[src/design/ris_regbank_consts.vh]
`ifndef RIS_REGBANK_CONSTS_VH
`define RIS_REGBANK_CONSTS_VH

// ----------------------------------------------------------------
// Register offsets (10-bit address of the serial control port)
// ----------------------------------------------------------------
`define RIS_ADDR_W              10
`define RIS_OFS_SYS_EVT         10'h3CB
`define RIS_OFS_PKT_EVT         10'h3CC
`define RIS_OFS_PAD_DRV         10'h3E3
`define RIS_OFS_BATT_THR        10'h3E6
`define RIS_OFS_TX_TEST         10'h3F0
`define RIS_OFS_SFD_SYM         10'h3F4

// ----------------------------------------------------------------
// Reset values
// ----------------------------------------------------------------
`define RIS_RST_SYS_EVT         8'h00
`define RIS_RST_PKT_EVT         8'h00
`define RIS_RST_PAD_DRV         8'h00
`define RIS_RST_BATT_THR        8'h00
`define RIS_RST_TX_TEST         8'h08
`define RIS_RST_SFD_SYM         8'hA7
`define RIS_READ_UNMAPPED       8'h00

// ----------------------------------------------------------------
// System event flag bits
// ----------------------------------------------------------------
`define RIS_SYS_POWERUP_BIT     1
`define RIS_SYS_WAKEUP_BIT      2
`define RIS_SYS_CTRL_IDLE_BIT   3
`define RIS_SYS_POR_BIT         4
`define RIS_SYS_BATT_BIT        5
`define RIS_SYS_LIVE_MASK       8'h3E

// ----------------------------------------------------------------
// Packet event flag bits
// ----------------------------------------------------------------
`define RIS_PKT_CCA_BIT         0
`define RIS_PKT_RX_SFD_BIT      1
`define RIS_PKT_TX_SFD_BIT      2
`define RIS_PKT_RX_PKT_BIT      3
`define RIS_PKT_TX_DONE_BIT     4
`define RIS_PKT_LIVE_MASK       8'h1F

// ----------------------------------------------------------------
// Configuration fields
// ----------------------------------------------------------------
`define RIS_PAD_SLEW_HI         3
`define RIS_PAD_SLEW_LO         2
`define RIS_PAD_DRIVE_HI        1
`define RIS_PAD_DRIVE_LO        0
`define RIS_PAD_DRIVE_RSVD      2'h3
`define RIS_BATT_TRIP_HI        4
`define RIS_BATT_TRIP_LO        0
`define RIS_TX_TONE_BIT         1
`define RIS_SFD_SYM2_HI         7
`define RIS_SFD_SYM2_LO         4
`define RIS_SFD_SYM1_HI         3
`define RIS_SFD_SYM1_LO         0

// ----------------------------------------------------------------
// Battery trip voltage: base plus step times trip code, in mV
// ----------------------------------------------------------------
`define RIS_BATT_BASE_MV        1700
`define RIS_BATT_STEP_MV        62

`endif

[src/design/ris_regbank.v]
`include "ris_regbank_consts.vh"

`default_nettype none

module ris_regbank (
    input  wire        mclk,            // 20 MHz system clock
    input  wire        rst_b,           // synchronous reset, active low
    // Register access from the serial control port engine
    input  wire [9:0]  reg_addr,        // register address
    input  wire        reg_wr,          // one-cycle write strobe
    input  wire [7:0]  reg_wdata,       // write data
    input  wire        reg_rd,          // one-cycle read strobe
    output reg  [7:0]  reg_rdata_q,     // read data, valid after reg_rd
    output reg         reg_rvalid_q,    // read data valid pulse
    // Event sources on the system clock (one-cycle pulses)
    input  wire        evt_powerup,     // chip ready for access
    input  wire        evt_ctrl_idle,   // controller accepts a command
    input  wire        evt_por,         // power-on reset seen
    input  wire        evt_rx_sfd,      // delimiter detected
    input  wire        evt_tx_sfd,      // delimiter sent
    input  wire        evt_rx_pkt,      // packet in receive buffer
    input  wire        evt_tx_done,     // transmission complete
    input  wire        evt_cca_valid,   // channel assessment valid
    // Inputs from other domains
    input  wire        wake_timeout,    // wake-up timer expired level
    input  wire        batt_below,      // supply below trip comparator
    // Interrupt enable masks held outside this block
    input  wire [7:0]  irq1_sys_mask,   // line 1 mask, system flags
    input  wire [7:0]  irq1_pkt_mask,   // line 1 mask, packet flags
    input  wire [7:0]  irq2_sys_mask,   // line 2 mask, system flags
    input  wire [7:0]  irq2_pkt_mask,   // line 2 mask, packet flags
    output reg         irq1_q,          // interrupt line 1, active high
    output reg         irq2_q,          // interrupt line 2, active high
    // Configuration outputs
    output wire [1:0]  pad_slew,        // pad slew rate code
    output wire [1:0]  pad_drive,       // pad drive strength code
    output wire [4:0]  batt_trip_code,  // battery comparator trip code
    output wire        tx_tone_only,    // transmit unmodulated carrier
    output wire [3:0]  sfd_symbol_1,    // first delimiter symbol
    output wire [3:0]  sfd_symbol_2     // second delimiter symbol
);

    // ------------------------------------------------------------
    // Address decode
    // ------------------------------------------------------------
    function hit;
        input [9:0] addr;
        input [9:0] ofs;
        begin
            hit = (addr == ofs);
        end
    endfunction

    wire wr_sys  = reg_wr && hit(reg_addr, `RIS_OFS_SYS_EVT);
    wire wr_pkt  = reg_wr && hit(reg_addr, `RIS_OFS_PKT_EVT);
    wire wr_pad  = reg_wr && hit(reg_addr, `RIS_OFS_PAD_DRV);
    wire wr_batt = reg_wr && hit(reg_addr, `RIS_OFS_BATT_THR);
    wire wr_tx   = reg_wr && hit(reg_addr, `RIS_OFS_TX_TEST);
    wire wr_sfd  = reg_wr && hit(reg_addr, `RIS_OFS_SFD_SYM);

    // ------------------------------------------------------------
    // Synchronise the timer and comparator levels
    // ------------------------------------------------------------
    wire [1:0] async_lvl;

    ris_sync3 #(
        .WIDTH    (2)
    ) u_sync (
        .mclk     (mclk),
        .rst_b    (rst_b),
        .async_in ({batt_below, wake_timeout}),
        .level_q  (async_lvl)
    );

    reg wake_prev_q;
    reg batt_prev_q;

    always @(posedge mclk) begin
        if (!rst_b) begin
            wake_prev_q <= 1'b0;
            batt_prev_q <= 1'b0;
        end else begin
            wake_prev_q <= async_lvl[0];
            batt_prev_q <= async_lvl[1];
        end
    end

    wire wake_rise = async_lvl[0] && !wake_prev_q;
    // Falling below the trip point is one event; staying low does not
    // refire after software clears the flag.
    wire batt_rise = async_lvl[1] && !batt_prev_q;

    // ------------------------------------------------------------
    // Sticky event flags
    // ------------------------------------------------------------
    reg  [7:0] sys_q;
    reg  [7:0] sys_d;
    reg  [7:0] pkt_q;
    reg  [7:0] pkt_d;
    reg  [7:0] sys_set;
    reg  [7:0] pkt_set;

    always @* begin
        sys_set = 8'h00;
        sys_set[`RIS_SYS_POWERUP_BIT]   = evt_powerup;
        sys_set[`RIS_SYS_WAKEUP_BIT]    = wake_rise;
        sys_set[`RIS_SYS_CTRL_IDLE_BIT] = evt_ctrl_idle;
        sys_set[`RIS_SYS_POR_BIT]       = evt_por;
        sys_set[`RIS_SYS_BATT_BIT]      = batt_rise;
        pkt_set = 8'h00;
        pkt_set[`RIS_PKT_CCA_BIT]     = evt_cca_valid;
        pkt_set[`RIS_PKT_RX_SFD_BIT]  = evt_rx_sfd;
        pkt_set[`RIS_PKT_TX_SFD_BIT]  = evt_tx_sfd;
        pkt_set[`RIS_PKT_RX_PKT_BIT]  = evt_rx_pkt;
        pkt_set[`RIS_PKT_TX_DONE_BIT] = evt_tx_done;
    end

    // Write one to clear; a set in the same cycle wins.
    always @* begin
        sys_d = sys_q;
        if (wr_sys) begin
            sys_d = sys_q & ~reg_wdata;
        end
        sys_d = (sys_d | sys_set) & `RIS_SYS_LIVE_MASK;
        pkt_d = pkt_q;
        if (wr_pkt) begin
            pkt_d = pkt_q & ~reg_wdata;
        end
        pkt_d = (pkt_d | pkt_set) & `RIS_PKT_LIVE_MASK;
    end

    always @(posedge mclk) begin
        if (!rst_b) begin
            sys_q <= `RIS_RST_SYS_EVT;
            pkt_q <= `RIS_RST_PKT_EVT;
        end else begin
            sys_q <= sys_d;
            pkt_q <= pkt_d;
        end
    end

    // ------------------------------------------------------------
    // Interrupt lines: flags gated by the external masks
    // ------------------------------------------------------------
    always @(posedge mclk) begin
        if (!rst_b) begin
            irq1_q <= 1'b0;
            irq2_q <= 1'b0;
        end else begin
            irq1_q <= |(sys_q & irq1_sys_mask)
                    | |(pkt_q & irq1_pkt_mask);
            irq2_q <= |(sys_q & irq2_sys_mask)
                    | |(pkt_q & irq2_pkt_mask);
        end
    end

    // ------------------------------------------------------------
    // Configuration registers
    // ------------------------------------------------------------
    // Reserved bits are stored as written so that a read returns
    // what software put there; they steer nothing.
    reg [7:0] pad_q;
    reg [7:0] batt_q;
    reg [7:0] tx_q;
    reg [7:0] sfd_q;

    always @(posedge mclk) begin
        if (!rst_b) begin
            pad_q  <= `RIS_RST_PAD_DRV;
            batt_q <= `RIS_RST_BATT_THR;
            tx_q   <= `RIS_RST_TX_TEST;
            sfd_q  <= `RIS_RST_SFD_SYM;
        end else begin
            if (wr_pad) begin
                pad_q <= reg_wdata;
            end
            if (wr_batt) begin
                batt_q <= reg_wdata;
            end
            if (wr_tx) begin
                tx_q <= reg_wdata;
            end
            if (wr_sfd) begin
                // Takes effect at once; the radio must be idle.
                sfd_q <= reg_wdata;
            end
        end
    end

    assign pad_slew       = pad_q[`RIS_PAD_SLEW_HI:`RIS_PAD_SLEW_LO];
    // Reserved code 3 is passed through; the pad cell decides.
    assign pad_drive      = pad_q[`RIS_PAD_DRIVE_HI:`RIS_PAD_DRIVE_LO];
    assign batt_trip_code = batt_q[`RIS_BATT_TRIP_HI:`RIS_BATT_TRIP_LO];
    assign tx_tone_only   = tx_q[`RIS_TX_TONE_BIT];
    assign sfd_symbol_2   = sfd_q[`RIS_SFD_SYM2_HI:`RIS_SFD_SYM2_LO];
    assign sfd_symbol_1   = sfd_q[`RIS_SFD_SYM1_HI:`RIS_SFD_SYM1_LO];

    // ------------------------------------------------------------
    // Read path
    // ------------------------------------------------------------
    reg [7:0] rdata_d;

    always @* begin
        case (reg_addr)
            `RIS_OFS_SYS_EVT:  rdata_d = sys_q;
            `RIS_OFS_PKT_EVT:  rdata_d = pkt_q;
            `RIS_OFS_PAD_DRV:  rdata_d = pad_q;
            `RIS_OFS_BATT_THR: rdata_d = batt_q;
            `RIS_OFS_TX_TEST:  rdata_d = tx_q;
            `RIS_OFS_SFD_SYM:  rdata_d = sfd_q;
            default:           rdata_d = `RIS_READ_UNMAPPED;
        endcase
    end

    always @(posedge mclk) begin
        if (!rst_b) begin
            reg_rdata_q  <= 8'h00;
            reg_rvalid_q <= 1'b0;
        end else begin
            reg_rvalid_q <= reg_rd;
            if (reg_rd) begin
                reg_rdata_q <= rdata_d;
            end
        end
    end

endmodule

`default_nettype wire

[src/design/ris_sync3.v]
`default_nettype none

// ----------------------------------------------------------------
// Three-flop input synchroniser with agreement filter
// ----------------------------------------------------------------
module ris_sync3 #(
    parameter WIDTH = 1
) (
    input  wire             mclk,      // system clock
    input  wire             rst_b,     // synchronous reset, active low
    input  wire [WIDTH-1:0] async_in,  // levels from another domain
    output reg  [WIDTH-1:0] level_q    // filtered level, mclk domain
);

    reg [WIDTH-1:0] s1_q;
    reg [WIDTH-1:0] s2_q;
    reg [WIDTH-1:0] s3_q;

    // The first stage feeds only the second, so metastability never
    // reaches any decision logic.
    always @(posedge mclk) begin
        if (!rst_b) begin
            s1_q <= {WIDTH{1'b0}};
            s2_q <= {WIDTH{1'b0}};
            s3_q <= {WIDTH{1'b0}};
        end else begin
            s1_q <= async_in;
            s2_q <= s1_q;
            s3_q <= s2_q;
        end
    end

    genvar i;
    generate
        for (i = 0; i < WIDTH; i = i + 1) begin : g_agree
            always @(posedge mclk) begin
                if (!rst_b) begin
                    level_q[i] <= 1'b0;
                end else if (s2_q[i] == s3_q[i]) begin
                    level_q[i] <= s3_q[i];
                end
            end
        end
    endgenerate

endmodule

`default_nettype wire

[config.mk]
export PLATFORM = sky130hd
export DESIGN_NAME = ris_regbank
export DESIGN_NICKNAME = d
export VERILOG_FILES = /design/src/design/ris_regbank.v /design/src/design/ris_sync3.v
export VERILOG_INCLUDE_DIRS = /design/src /design/src/design
export SDC_FILE = /design/constraint.sdc
export NUM_CORES = 1
export LEC_CHECK = 0
export BUFFER_PORTS_ARGS = -buffer_cell sky130_fd_sc_hd__buf_2
export CAP_MARGIN = 20
export CORE_MARGIN = 2
export CORE_UTILIZATION = 45
export CTS_BUF_LIST = sky130_fd_sc_hd__clkbuf_2 sky130_fd_sc_hd__clkbuf_4 sky130_fd_sc_hd__clkbuf_8
export DETAILED_ROUTE_END_ITERATION = 8
export PLACE_DENSITY = 0.82
export SYNTH_ARGS = -nofsm -noshare
export SYNTH_HDL_FRONTEND = slang
export SYNTH_SLANG_ARGS = --single-unit
[constraint.sdc]
create_clock -name mclk -period 1.6 [get_ports mclk]
set_input_delay 0.08 -clock mclk [delete_from_list [all_inputs] [get_ports mclk]]
set_output_delay 0.08 -clock mclk [all_outputs]
set_load 0.02 [all_outputs]
==> out/metrics.cfg <==
[status]
status = finished, final reports clean

[sta]
rsz0062_at_grt = false
fmax_ghz = 0.749
finalHoldViolations = 0
worst_slew_pin_slew_ns = 0.520
report.final.slew_viol_count = 0
finalSetupViolCount = 0
holdWs_ns = 0.0312
fin_skew_ns = 0.00449
slew_headroom_pct = 65.3
finalCritPeriodShare_pct = 83.4
layout_min_cycle_time_ns = 1.33
setup_tns_ns = 0

[global_route]
grt_pass1_vias = 2557
grt_max_degree = 30
grt_pass1_wl_mm = 12.3
gr-total-overflow = 0
antenna_found_initial = 0
track_usage_pct = 22.1

[clock_network]
cts.repair.resized = 0
clkTransAtPathRegs_ns = 0.06
ctsRootBufferMaster = clkbuf_8
cts-htree-levels = 3
cts.sinks = 63
cts_tree = built
numCtsBuffers = 9
post-cts-setup-buffers = 0
insertion_delay_ns = 0.34
cts.path.max_buffers = 2

[synth]
synth.mux.area_fraction_pct = 6.27
synth_xor_area_share_pct = 0
syn_avg_cell_area_um2 = 9.23
synth_top_family_by_area = compound AO/OA/AOI/OAI gates
postSynth.asyncResetShare_pct = 0
yosys_warnings = 0
yosys_most_used_dff = dfxtp_1
synth-adder-area-share_pct = 0
syn_inst = 309
yosysUniqueCellTypes = 49
syn-cell-area_mm2 = 0.00285
syn_nets = 373
synth-edff-count = 0
synth-seq-area-share_pct = 44.2
synth_compound_area_share_pct = 24.9
synth-seq-cells = 63
synth-simple-area-share_pct = 18.5

[finish]
finalNonFillerCells = 488
syn2layout_area_growth_pct = 28.8
final_common_cell = buf_2
layout_common_cells = buf_2, dfxtp_1, nand3_1
fin_nets = 470
layout-drive-gt1-share_pct = 33.8
antenna_cells = 0

[worst_hold_path]
min_path_type = in2reg

[die]
rows = 29
num_io_pins = 93
fp.dieH_um = 83.6
start_util_pct = 45.7
die_w_um = 83.6
dieArea_mm2 = 0.00699
core_area_mm2 = 0.00624

[place]
gp_congestion = 0.885
hpwl_mm = 5.65
dp_cells = 462
port_buffers = 80

[route]
drt-total-wl_mm = 7.76
drc = 0
drtIter0Drc = 174
wl_per_cell_um = 15.9
postRouteAntennaNets = 0
num_vias = 2751
drt_first_pass_iters = 5
vias_per_cell = 5.64

[setup_path]
cp-end-kind = flip-flop
critPathArrivalTime_ns = 1.57
cp_num_buf_inv = 1
critPathLaunchType = flip-flop
cpLargestDelayFamily = compound AO/OA/AOI/OAI gates
crit_path_top_delay_cell = dfxtp_1
crit_type = reg2reg
cp_slowest_stage_delay_ns = 0.35
required_ns = 1.83
path_cells = inv_1 -> o32a_1 -> o31a_1 -> a221oi_1
cp_max_fo = 3

[power_and_ir_drop]
ir_worst_vdd_mv = 0.827
power_density_mw_per_mm2 = 864
finalPower_mw = 3.17
power.leakage_nw = 1.55

[run]
maxCapViolations = 0

-- cell usage after synthesis, types with 2 or more instances --
| cell | instances | area, um^2 |
|---|---|---|
| buf_4 | 9 | 67.6 |
| a31oi_1 | 4 | 25.0 |
| nor4_1 | 2 | 12.5 |
| nor2b_1 | 4 | 25.0 |
| o21ai_0 | 12 | 60.1 |
| clkbuf_1 | 15 | 56.3 |
| a22o_1 | 8 | 70.1 |
| mux2i_1 | 10 | 100 |
| nor3_1 | 2 | 10.0 |
| a221oi_1 | 8 | 70.1 |
| or3b_2 | 2 | 17.5 |
| a41oi_1 | 2 | 17.5 |
| inv_1 | 4 | 15.0 |
| mux2_2 | 7 | 78.8 |
| a21oi_1 | 20 | 100 |
| dfxtp_1 | 63 | 1260 |
| o21a_1 | 10 | 75.1 |
| o21ai_2 | 4 | 35.0 |
| o21ai_1 | 6 | 30.0 |
| a21boi_0 | 12 | 90.1 |
| nand2b_1 | 5 | 31.3 |
| nor2_1 | 10 | 37.5 |
| nand4_1 | 3 | 18.8 |
| a22oi_1 | 10 | 75.1 |
| buf_2 | 3 | 15.0 |
| nand2_1 | 14 | 52.6 |
| nand3_1 | 29 | 145 |
| and2_1 | 10 | 62.6 |
-- tightest hold or removal path, cell delays in order --
cell and delay, ns:
buf_2 0.12, nand3_1 0.06, a21oi_1 0.05
-- path summary, 6_finish.rpt --
path | slack, ns | start | endpoint | cells past startpoint
setup / recovery | 0.27 | pad_q[0] | reg_rdata_q[0] | 4
hold / removal | 0.03 | reg_wdata[6] | tx_q[6] | 3
setup reg to reg | 0.27 | pad_q[0] | reg_rdata_q[0] | 4
hold reg to reg | 0.44 | u_sync.s1_q[0] | u_sync.s2_q[0] | 1
-- per-layer routing --
layer  vias up  share of wire, %  GRT usage [%]  wire length (um)
met5         -                 0              0                 0
met4         0               1.6           6.89               123
met3        13               7.3           5.74               569
met2       111                49           37.4              3800
met1      1298                42           27.7              3260
li1       1329                 -              -                 -
-- flip-flops by register name (all words and copies together), names as in the netlist --
register        count
reg_rvalid_q        1
irq2_q              1
batt_q              8
batt_prev_q         1
u_sync.s2_q         2
sys_q               5
pad_q               8
u_sync.s3_q         2
reg_rdata_q         8
irq1_q              1
pkt_q               5
u_sync.level_q      2
tx_q                8
wake_prev_q         1
sfd_q               8
u_sync.s1_q         2
-- stage by stage --
step	util [%]	setup WS, ns	instance area, um^2
floorplan	-	0.0819	2850
global placement	54.4	0.0145	3390
detailed placement	54.4	-0.0177	3390
CTS	58.8	0.269	3670
global route	58.8	0.216	3670
finish	58.8	0.265	3670
-- report_power, final --
part           internal (mW)  switching (mW)
combinational          0.151           0.170
clock                  0.653           0.574
sequential              1.60          0.0235
-- repair_timing --
action	4_1_cts	5_1_grt
hold endpoints to repair	10	0
endpoints found under the setup margin	0	0
hold buffers	10	0
-- cells by family (layout without fill, tap and decap cells) --
group | Yosys count | count (layout)
DFF | 63 | 63
AOI/OAI and AO/OA | 103 | 103
buffers and inverters | 34 | 136
and+or+nand+nor | 92 | 92
muxes | 17 | 17
-- area by class of cell --
| cell class | count | area, um^2 |
|---|---|---|
| multi-input combinational | 212 | 1420 |
| inverter | 5 | 18.8 |
| clock buffer | 12 | 159 |
| sequential | 63 | 1260 |
| fill | 553 | 2570 |
| tap | 77 | 96.3 |
| timing repair buffer | 115 | 701 |
| clock inverter | 4 | 20.0 |
Note: power is estimated with default switching activity, not from simulation.
